### src/hdl/scp_pkg.sv
// Purpose: constants and types of the serial control port slave
// Assumes: 13-bit register addresses, 8-bit register data
// Notes: shared by the port logic and its assertion checker
package scp_pkg;

  localparam int ADDR_W = 13;
  localparam int DATA_W = 8;
  localparam int WORD_W = 21;
  localparam int FIFO_DEPTH = 16;

  // register addresses seen by the port
  localparam logic [12:0] CFG_ADDR = 13'h0000;
  localparam logic [12:0] RBSEL_ADDR = 13'h0001;
  localparam logic [12:0] UPDATE_ADDR = 13'h000F;
  localparam logic [12:0] SYNC_ADDR = 13'h0403;

  // field positions
  localparam int CFG_LSB_LO = 1;
  localparam int CFG_LSB_HI = 6;
  localparam int CFG_ASC_LO = 2;
  localparam int CFG_ASC_HI = 5;
  localparam int CFG_4W_LO = 3;
  localparam int CFG_4W_HI = 4;
  localparam int RBSEL_BIT = 5;
  localparam int UPDATE_BIT = 0;
  localparam int SYNC_BIT = 0;
  localparam int INSTR_RW_BIT = 15;

  // reset values, two-wire address prefix and counts
  localparam logic [7:0] CFG_RST = 8'h00;
  localparam logic [4:0] I2C_ADDR_HI = 5'h15;
  localparam logic [1:0] STRAP_SETTLE = 2'h2;
  localparam logic [3:0] INSTR_LAST = 4'hF;
  localparam logic [3:0] BYTE_LAST = 4'h7;

  typedef enum logic [1:0] {
    PH_IDLE = 2'b00,
    PH_INSTR = 2'b01,
    PH_WRITE = 2'b10,
    PH_READ = 2'b11
  } scp_phase_t;

  typedef struct packed {
    logic [1:0] sclkS;
    logic sclkPrev;
    logic [1:0] csS;
    logic [1:0] sdioS;
    logic [1:0] sp0S;
    logic [1:0] sp1S;
    logic [1:0] strapCnt;
    logic strapDone;
    logic spiActive;
    logic [6:0] i2cAddr;
    logic i2cValid;
    scp_phase_t phase;
    logic [3:0] bitCnt;
    logic [15:0] rxShift;
    logic [7:0] txShift;
    logic [12:0] addr;
    logic lsbCur;
    logic ascCur;
    logic fourWire;
    logic [7:0] cfg;
    logic readActive;
    logic rdReq;
    logic rdLoad;
    logic [12:0] rdAddr;
    logic pendValid;
    logic [20:0] pendWord;
    logic overflow;
    logic ioUpdate;
    logic syncReq;
    logic sdioOut;
    logic sdioOe;
    logic sdoOut;
    logic sdoOe;
  } scp_state_t;

endpackage

### src/hdl/scp_fifo.sv
// Purpose: write queue between the serial port and the register map
// Assumes: single clock, synchronous active-high reset
// Notes: output word and valid come straight from registers
`timescale 1ns/10ps
module scp_fifo #(
  parameter int WIDTH = 21,
  parameter int DEPTH = 16
) (
  input wire logic clock,
  input wire logic rst,
  input wire logic inValid,
  output logic inReady,
  input wire logic [WIDTH-1:0] inData,
  output logic outValid,
  input wire logic outReady,
  output logic [WIDTH-1:0] outData
);

  localparam int PW = $clog2(DEPTH);
  localparam int CW = $clog2(DEPTH + 1);

  logic [WIDTH-1:0] mem [DEPTH];
  logic [PW-1:0] wrPtr_r;
  logic [PW-1:0] rdPtr_r;
  logic [CW-1:0] count_r;
  logic outValid_r;
  logic [WIDTH-1:0] outData_r;
  logic push;
  logic load;

  assign inReady = (count_r != CW'(DEPTH));
  assign push = inValid && inReady;
  // refill the output stage whenever it is empty or being drained
  assign load = (count_r != '0) && (!outValid_r || outReady);
  assign outValid = outValid_r;
  assign outData = outData_r;

  always_ff @(posedge clock) begin
    if (rst) begin
      wrPtr_r <= '0;
      rdPtr_r <= '0;
      count_r <= '0;
      outValid_r <= 1'b0;
      outData_r <= '0;
    end else begin
      if (push) begin
        mem[wrPtr_r] <= inData;
        wrPtr_r <= PW'((32'(wrPtr_r) + 1) % DEPTH);
      end
      if (load) begin
        outData_r <= mem[rdPtr_r];
        rdPtr_r <= PW'((32'(rdPtr_r) + 1) % DEPTH);
        outValid_r <= 1'b1;
      end else if (outReady) begin
        outValid_r <= 1'b0;
      end
      count_r <= CW'(32'(count_r) + 32'(push) - 32'(load));
    end
  end

endmodule

### src/hdl/scp_spi_slave.sv
// Purpose: serial control port slave, SPI side, with strap-based selection
// Assumes: sclk, csN, sdio and straps are asynchronous pins; sclk well
//   below the system clock so each edge is seen after synchronising
// Notes: writes leave through a queue to the register map, except cfg writes, kept here; reads fetch
//   one byte at a time from the map over rdReq/rdAddr/rdData, cfg reads from the local copy
`timescale 1ns/10ps

module scp_spi_slave (
  input wire logic clock,
  input wire logic rst,
  input wire logic sclk,
  input wire logic csN,
  input wire logic sdioIn,
  output logic sdioOut,
  output logic sdioOe,
  output logic serialDataOut,
  output logic serialDataOutOe,
  input wire logic portSelectPin0,
  input wire logic portSelectPin1,
  output logic spiActive,
  output logic [6:0] i2cAddr,
  output logic i2cAddrValid,
  output logic rdReq,
  output logic [12:0] rdAddr,
  input wire logic [7:0] rdData,
  output logic readActive,
  output logic wrValid,
  input wire logic wrReady,
  output logic [12:0] wrAddr,
  output logic [7:0] wrData,
  output logic wrOverflow,
  output logic ioUpdate,
  output logic syncPulseRequest
);

  scp_pkg::scp_state_t r_r;
  scp_pkg::scp_state_t r_nxt;

  logic rise;
  logic fall;
  logic csHigh;
  logic inBit;
  logic [15:0] rxNext;
  logic [7:0] byteIn;
  logic [12:0] stepAddr;
  logic fifoInReady;
  logic pushNow;
  logic [20:0] fifoOut;
  logic popNow;

  assign rise = r_r.sclkS[1] && !r_r.sclkPrev;
  assign fall = !r_r.sclkS[1] && r_r.sclkPrev;
  assign csHigh = r_r.csS[1];
  assign inBit = r_r.sdioS[1];
  // lsb-first fills from the top so fields land where msb-first puts them
  assign rxNext = r_r.lsbCur ? {inBit, r_r.rxShift[15:1]} :
    {r_r.rxShift[14:0], inBit};
  assign byteIn = r_r.lsbCur ? rxNext[15:8] : rxNext[7:0];
  assign stepAddr = r_r.ascCur ? r_r.addr + 13'h0001 :
    r_r.addr - 13'h0001;
  assign pushNow = r_r.pendValid && fifoInReady;
  assign popNow = wrValid && wrReady;

  scp_fifo #(
    .WIDTH(scp_pkg::WORD_W),
    .DEPTH(scp_pkg::FIFO_DEPTH)
  ) u_fifo (
    .clock(clock),
    .rst(rst),
    .inValid(r_r.pendValid),
    .inReady(fifoInReady),
    .inData(r_r.pendWord),
    .outValid(wrValid),
    .outReady(wrReady),
    .outData(fifoOut)
  );

  assign wrAddr = fifoOut[20:8];
  assign wrData = fifoOut[7:0];

  always_comb begin
    r_nxt = r_r;
    r_nxt.sclkS = {r_r.sclkS[0], sclk};
    r_nxt.sclkPrev = r_r.sclkS[1];
    r_nxt.csS = {r_r.csS[0], csN};
    r_nxt.sdioS = {r_r.sdioS[0], sdioIn};
    r_nxt.sp0S = {r_r.sp0S[0], portSelectPin0};
    r_nxt.sp1S = {r_r.sp1S[0], portSelectPin1};
    r_nxt.rdReq = 1'b0;
    r_nxt.rdLoad = r_r.rdReq;
    r_nxt.ioUpdate = 1'b0;
    r_nxt.syncReq = 1'b0;

    // straps caught once after reset, then frozen
    if (!r_r.strapDone) begin
      if (r_r.strapCnt == scp_pkg::STRAP_SETTLE) begin
        r_nxt.strapDone = 1'b1;
        r_nxt.spiActive = !r_r.sp1S[1] && !r_r.sp0S[1];
        // pin 0 alone gives low bits 00, both pins high give 01
        r_nxt.i2cAddr = {scp_pkg::I2C_ADDR_HI, 1'b0,
          r_r.sp1S[1]};
        r_nxt.i2cValid = r_r.sp0S[1];
      end else begin
        r_nxt.strapCnt = r_r.strapCnt + 2'h1;
      end
    end

    // commit and sync request leave in order behind earlier writes
    if (popNow && fifoOut[20:8] == scp_pkg::UPDATE_ADDR) begin
      r_nxt.ioUpdate = fifoOut[scp_pkg::UPDATE_BIT];
    end
    if (popNow && fifoOut[20:8] == scp_pkg::SYNC_ADDR) begin
      r_nxt.syncReq = fifoOut[scp_pkg::SYNC_BIT];
    end

    if (pushNow) begin
      r_nxt.pendValid = 1'b0;
    end

    if (csHigh || !r_r.spiActive) begin
      r_nxt.phase = scp_pkg::PH_IDLE;
      r_nxt.bitCnt = 4'h0;
      r_nxt.sdioOe = 1'b0;
      r_nxt.sdoOe = 1'b0;
    end else if (r_r.phase == scp_pkg::PH_IDLE) begin
      // mode bits written last transfer take effect here
      r_nxt.phase = scp_pkg::PH_INSTR;
      r_nxt.bitCnt = 4'h0;
      r_nxt.lsbCur = r_r.cfg[scp_pkg::CFG_LSB_LO] ||
        r_r.cfg[scp_pkg::CFG_LSB_HI];
      r_nxt.ascCur = r_r.cfg[scp_pkg::CFG_ASC_LO] ||
        r_r.cfg[scp_pkg::CFG_ASC_HI];
      r_nxt.fourWire = r_r.cfg[scp_pkg::CFG_4W_LO] ||
        r_r.cfg[scp_pkg::CFG_4W_HI];
    end else if (rise) begin
      r_nxt.rxShift = rxNext;
      r_nxt.bitCnt = r_r.bitCnt + 4'h1;
      case (r_r.phase)
        scp_pkg::PH_INSTR: begin
          if (r_r.bitCnt == scp_pkg::INSTR_LAST) begin
            r_nxt.bitCnt = 4'h0;
            r_nxt.addr = rxNext[12:0];
            if (rxNext[scp_pkg::INSTR_RW_BIT]) begin
              r_nxt.phase = scp_pkg::PH_READ;
              r_nxt.rdReq = 1'b1;
              r_nxt.rdAddr = rxNext[12:0];
            end else begin
              r_nxt.phase = scp_pkg::PH_WRITE;
            end
          end
        end
        scp_pkg::PH_WRITE: begin
          if (r_r.bitCnt == scp_pkg::BYTE_LAST) begin
            r_nxt.bitCnt = 4'h0;
            r_nxt.addr = stepAddr;
            if (r_r.addr == scp_pkg::CFG_ADDR) begin
              r_nxt.cfg = byteIn;
            end else begin
              if (r_r.pendValid && !pushNow) begin
                r_nxt.overflow = 1'b1;
              end
              r_nxt.pendValid = 1'b1;
              r_nxt.pendWord = {r_r.addr, byteIn};
              if (r_r.addr == scp_pkg::RBSEL_ADDR) begin
                r_nxt.readActive = byteIn[scp_pkg::RBSEL_BIT];
              end
            end
          end
        end
        scp_pkg::PH_READ: begin
          if (r_r.bitCnt == scp_pkg::BYTE_LAST) begin
            r_nxt.bitCnt = 4'h0;
            r_nxt.addr = stepAddr;
            r_nxt.rdReq = 1'b1;
            r_nxt.rdAddr = stepAddr;
          end
        end
        default: begin
          r_nxt.phase = scp_pkg::PH_IDLE;
        end
      endcase
    end else if (fall && r_r.phase == scp_pkg::PH_READ) begin
      if (r_r.lsbCur) begin
        r_nxt.sdioOut = r_r.txShift[0];
        r_nxt.sdoOut = r_r.txShift[0];
        r_nxt.txShift = {1'b0, r_r.txShift[7:1]};
      end else begin
        r_nxt.sdioOut = r_r.txShift[7];
        r_nxt.sdoOut = r_r.txShift[7];
        r_nxt.txShift = {r_r.txShift[6:0], 1'b0};
      end
      r_nxt.sdioOe = !r_r.fourWire;
      r_nxt.sdoOe = r_r.fourWire;
    end

    // fetched byte arrives two cycles after the request
    if (r_r.rdLoad) begin
      r_nxt.txShift = (r_r.rdAddr == scp_pkg::CFG_ADDR) ? r_r.cfg :
        rdData;
    end
  end

  always_ff @(posedge clock) begin
    if (rst) begin
      r_r <= '0;
      r_r.csS <= 2'h3;
      r_r.phase <= scp_pkg::PH_IDLE;
      r_r.cfg <= scp_pkg::CFG_RST;
    end else begin
      r_r <= r_nxt;
    end
  end

  assign sdioOut = r_r.sdioOut;
  assign sdioOe = r_r.sdioOe;
  assign serialDataOut = r_r.sdoOut;
  assign serialDataOutOe = r_r.sdoOe;
  assign spiActive = r_r.spiActive;
  assign i2cAddr = r_r.i2cAddr;
  assign i2cAddrValid = r_r.i2cValid;
  assign rdReq = r_r.rdReq;
  assign rdAddr = r_r.rdAddr;
  assign readActive = r_r.readActive;
  assign wrOverflow = r_r.overflow;
  assign ioUpdate = r_r.ioUpdate;
  assign syncPulseRequest = r_r.syncReq;

endmodule

### config.mk
export PLATFORM = sky130hd
export DESIGN_NAME = scp_spi_slave
export DESIGN_NICKNAME = d
export VERILOG_FILES = /design/src/hdl/scp_pkg.sv /design/src/hdl/scp_fifo.sv /design/src/hdl/scp_spi_slave.sv
export SDC_FILE = /design/constraint.sdc
export NUM_CORES = 1
export LEC_CHECK = 0
export ABC_AREA = 1
export BUFFER_PORTS_ARGS = -buffer_cell sky130_fd_sc_hd__buf_4
export CELL_PAD_IN_SITES_DETAIL_PLACEMENT = 1
export CELL_PAD_IN_SITES_GLOBAL_PLACEMENT = 2
export CORE_AREA = 2 2 245 247
export CTS_BUF_LIST = sky130_fd_sc_hd__clkbuf_4 sky130_fd_sc_hd__clkbuf_8
export CTS_CLUSTER_DIAMETER = 80
export CTS_CLUSTER_SIZE = 10
export DETAILED_ROUTE_END_ITERATION = 7
export DIE_AREA = 0 0 247 249
export GPL_TIMING_DRIVEN = 0
export PLACE_DENSITY_LB_ADDON = 0.1
export SLEW_MARGIN = 20
export SYNTH_ARGS = -nofsm -noshare
export SYNTH_HDL_FRONTEND = slang
export SYNTH_HIERARCHICAL = 1
export SYNTH_SLANG_ARGS = --single-unit
### constraint.sdc
create_clock -name clock -period 2.71 [get_ports clock]
set_clock_uncertainty 0.1 [all_clocks]
set_input_delay 0.271 -clock clock [delete_from_list [all_inputs] [get_ports clock]]
set_output_delay 0.271 -clock clock [all_outputs]
set_load 0.02 [all_outputs]
==> impl_results.md <==
* Clock tree buffer depth at 3
* First-pass detailed-route iteration total at 5
* Final setup viols at 0
* Most used flip-flop cell after synthesis: sky130_fd_sc_hd__edfxtp_1
* Least-Margin Pin Slew at 0.945 ns
* Die W at 247 um
* Worst-case vdd ir drop at 0.000429 V
* Number of pins exceeding their max-slew limit in the final report at 0
* Layout cells sized above 1 at 14.9%
* Nature of the critical path startpoint: register
* Antenna violations before repair at 1
* Yosys warns at 6
* Final count of hold timing violations at 0
* Leading post-synthesis cells by instance count: sky130_fd_sc_hd__nand2_1, sky130_fd_sc_hd__edfxtp_1, sky130_fd_sc_hd__inv_1
* Synth area leader: sky130_fd_sc_hd__edfxtp_1
* Leakage Power at 10.6 nW
* Die outline area at 61500 um2
* Number of fill cells at 6784
* Startpoint of the worst hold path: rst
* Number of nets at the end of the flow at 2525
* Final cell count without fillers at 3305
* Hold_ws at 0.0619 ns
* Routed length on met2 at 34900 um
* Headroom to the max-slew limit at 36.9%
* CP Cell Sequence: inv_2 -> ha_4 -> nand4_1 -> nand2_4 -> clkinv_8 -> ha_4 -> inv_1 -> ha_2 -> inv_1 -> fa_2 -> o31ai_4 -> o21ai_2 -> a21oi_1
* Maximum Capacitance Violations at 0
* Via count of the first global-routing pass at 17.0k
* Required time of the critical path at 3.19 ns
* EDFF count, synth at 336
* Detailed-route via count at 16.2k
* Initial detailed-routing violation count at 747
* CTS tree: done
* Aggregate global-route resource usage at 22.4%
* Placed wire-length estimate at 48600 um
* Worst path slowest cell: sky130_fd_sc_hd__fa_2
* Final instance area at 24800 um2
* I/O pins at 69
* Insertion delay to the later sink of the worst-skew pair at 0.68 ns
* Class of the worst hold path: input pin to register
* Number of synthesized register bits at 487
* Status: finished, final reports clean
* Clock-pin slew reported for the worst setup and hold paths after clock tree synthesis at 0.08 ns
* Share of synthesized flip-flops with an asynchronous set or reset at 0%
* Placer congestion estimate at 0.831
* Longest individual stage delay on the worst path at 0.37 ns
* Layout overhead on the synthesized area at 14.7%
* Final period utilization at 93.2%
* Logic depth of the worst setup path including buffers at 13
* Cell with the most instances after synthesis: sky130_fd_sc_hd__nand2_1
* Share of the synthesized area in the top cell type at 46.6%
* Vias per std cell at 4.90
* Height of the chip at 249 um
* Core Rows at 89
* Residual overflow from global routing at 0
* Instance count after placement with tap cells included at 3188
* R2R Path Start: u_fifo/count_r[2]
* Type of destination of the critical path: register
* DRC violation count after routing at 0
* Cell area after placement at 23500 um2
* Largest net degree at the start of global routing at 22
* Kind of cell adding the most delay to the critical path: adder cells
* Sum of routed wire segments on met1 at 28700 um
* Power Dens Cells at 749 nW/um2
* Time the worst path needs with I/O delays and setup at 2.53 ns
* CP max FO at 3
* Antenna-violating nets left at 0
* CTS Buf Count at 54
* Achievable Freq at 0.396 GHz
* Final routed wire length divided by cell count at 20.6 um
* Unrepaired setup endpoints after global routing: false
* Core outline area at 58700 um2
* Register Area at 13100 um2
* Top metal layer carrying routed signals: met4
* Number of buffers inserted by port buffering at 64
* Syn Area/Cell at 9.26 um2
* Cell variety after synth at 52
* Sequential share of the synthesized area at 60.6%
* Post-Syn Area at 21600 um2
* Clk Tree Root Cell: sky130_fd_sc_hd__clkbuf_8
* Total clock sinks at 487
* Sum of buffers and inverters on the critical path at 4
* Data arrival at the endpoint of the critical path at 3.01 ns
* Met3 wirelength from detailed routing at 2230 um
* Cell depth of the worst hold path at 4
* Synth top area cells: sky130_fd_sc_hd__edfxtp_1, sky130_fd_sc_hd__dfxtp_1, sky130_fd_sc_hd__nand2_1
* Area of the multi-input gates at 6750 um2
* Starting utilization of the core area at 36.9%
* Worst setup path category: register to register
* Worst setup startpoint: u_fifo/count_r[2]
* Post-synthesis cell count at 2337
* Final wirelength at 68000 um
* CTS H-tree depth at 2
* Register-to-Register Path Depth at 13
* Global-route wire length before repair at 103000 um
==> placed cells by master, fill, tap and decap left out, types with 14 or more instances in the layout <==
cell	Yosys	final
sky130_fd_sc_hd__nor2_1	137	121
sky130_fd_sc_hd__dlygate4sd3_1	0	14
sky130_fd_sc_hd__o21ai_1	28	28
sky130_fd_sc_hd__nand3_1	279	279
sky130_fd_sc_hd__buf_4	43	114
sky130_fd_sc_hd__ha_1	17	14
sky130_fd_sc_hd__edfxtp_1	336	336
sky130_fd_sc_hd__a21oi_1	98	98
sky130_fd_sc_hd__nand2_1	668	667
sky130_fd_sc_hd__nor2_4	2	18
sky130_fd_sc_hd__clkbuf_4	0	38
sky130_fd_sc_hd__o21ai_0	61	60
sky130_fd_sc_hd__clkbuf_1	35	35
sky130_fd_sc_hd__buf_2	46	45
sky130_fd_sc_hd__inv_2	17	18
sky130_fd_sc_hd__inv_1	282	280
sky130_fd_sc_hd__dfxtp_1	151	149
sky130_fd_sc_hd__clkbuf_8	0	55
==> path summary, 6_finish.rpt <==
path	end	slack, ns
max reg2reg	u_fifo/count_r[4]	0.18
min reg2reg	inBit	0.31
min	u_fifo/outData[20]	0.06
max	u_fifo/count_r[4]	0.18
==> where the power goes <==
part	switching, W	internal [W]	total [W]
Clock	0.00264	0.00240	0.00503
Sequential	0.000186	0.00808	0.00826
Combinational	0.00365	0.00163	0.00528
Total	0.00648	0.0121	0.0186
==> per-stage QoR <==
step                      worst slack (ns)  utilization (%)  power, W  TNS [ns]
after floorplan                      0.133                -    0.0115         0
after global placement               -1.15             39.3    0.0134   -287.81
after detailed placement            -0.659             40.0    0.0136     -1.48
after CTS                           0.0233             42.2    0.0188         0
after global routing                0.0536             42.3    0.0197         0
final                                0.185             42.3    0.0186         0
==> worst min-delay path, delay by kind of cell <==
kind	cells	cell delay [ns]
buffers and inverters	2	0.30
and+or+nand+nor	2	0.24
==> repair_timing <==
item,4_1_cts,5_1_grt
hold buffers,14,0
hold endpoints to repair,16,0
pin swaps,5,5
endpoints found under the setup margin,4,1
gates resized for setup,20,3
setup buffers,2,5
==> metal layers <==
| layer | up-vias | global-route usage (%) |
|---|---|---|
| met4 | 0 | 7.64 |
| met5 | - | 0 |
| met2 | 236 | 40.1 |
| met1 | 7965 | 27.2 |
| li1 | 7895 | - |
| met3 | 108 | 3.26 |
==> cells by family (layout without fill, tap and decap cells) <==
logic type | Yosys count | after routing | share of synthesized area (%)
AOI/OAI and AO/OA | 242 | 242 | 6.52
xor gates and xnor gates | 11 | 11 | 0.445
adders and majority gates | 18 | 18 | 1.08
buffers and inverters | 443 | 633 | 9.05
DFF | 487 | 487 | 60.6
other | 1 | 6 | 0.0173
and+or+nand+nor | 1135 | 1135 | 22.3
==> registers in the layout, indices dropped and copies added (netlist names) <==
name              cells
csHigh                1
i2cAddr               2
i2cAddrValid          1
inBit                 1
ioUpdate              1
r_nxt                 6
r_r                  83
rdAddr               13
rdReq                 1
readActive            1
sdioOe                1
serialDataOut         1
serialDataOutOe       1
spiActive             1
syncPulseRequest      1
u_fifo/count_r        5
u_fifo/mem          336
u_fifo/outData       21
u_fifo/outValid       1
u_fifo/rdPtr_r        4
u_fifo/wrPtr_r        4
wrOverflow            1
==> area by class of cell <==
cell class / count / area share [%]
sequential: 487 / 52.9
multi-input combinational: 1409 / 27.2
inverter: 303 / 4.66
clock buffer: 93 / 4.20
tap: 773 / 3.90
timing repair buffer: 97 / 3.86
buffer: 139 / 3.26
clock inverter: 1 / 0.0353
antenna: 3 / 0.0303
(Power assumes the default switching activity.)
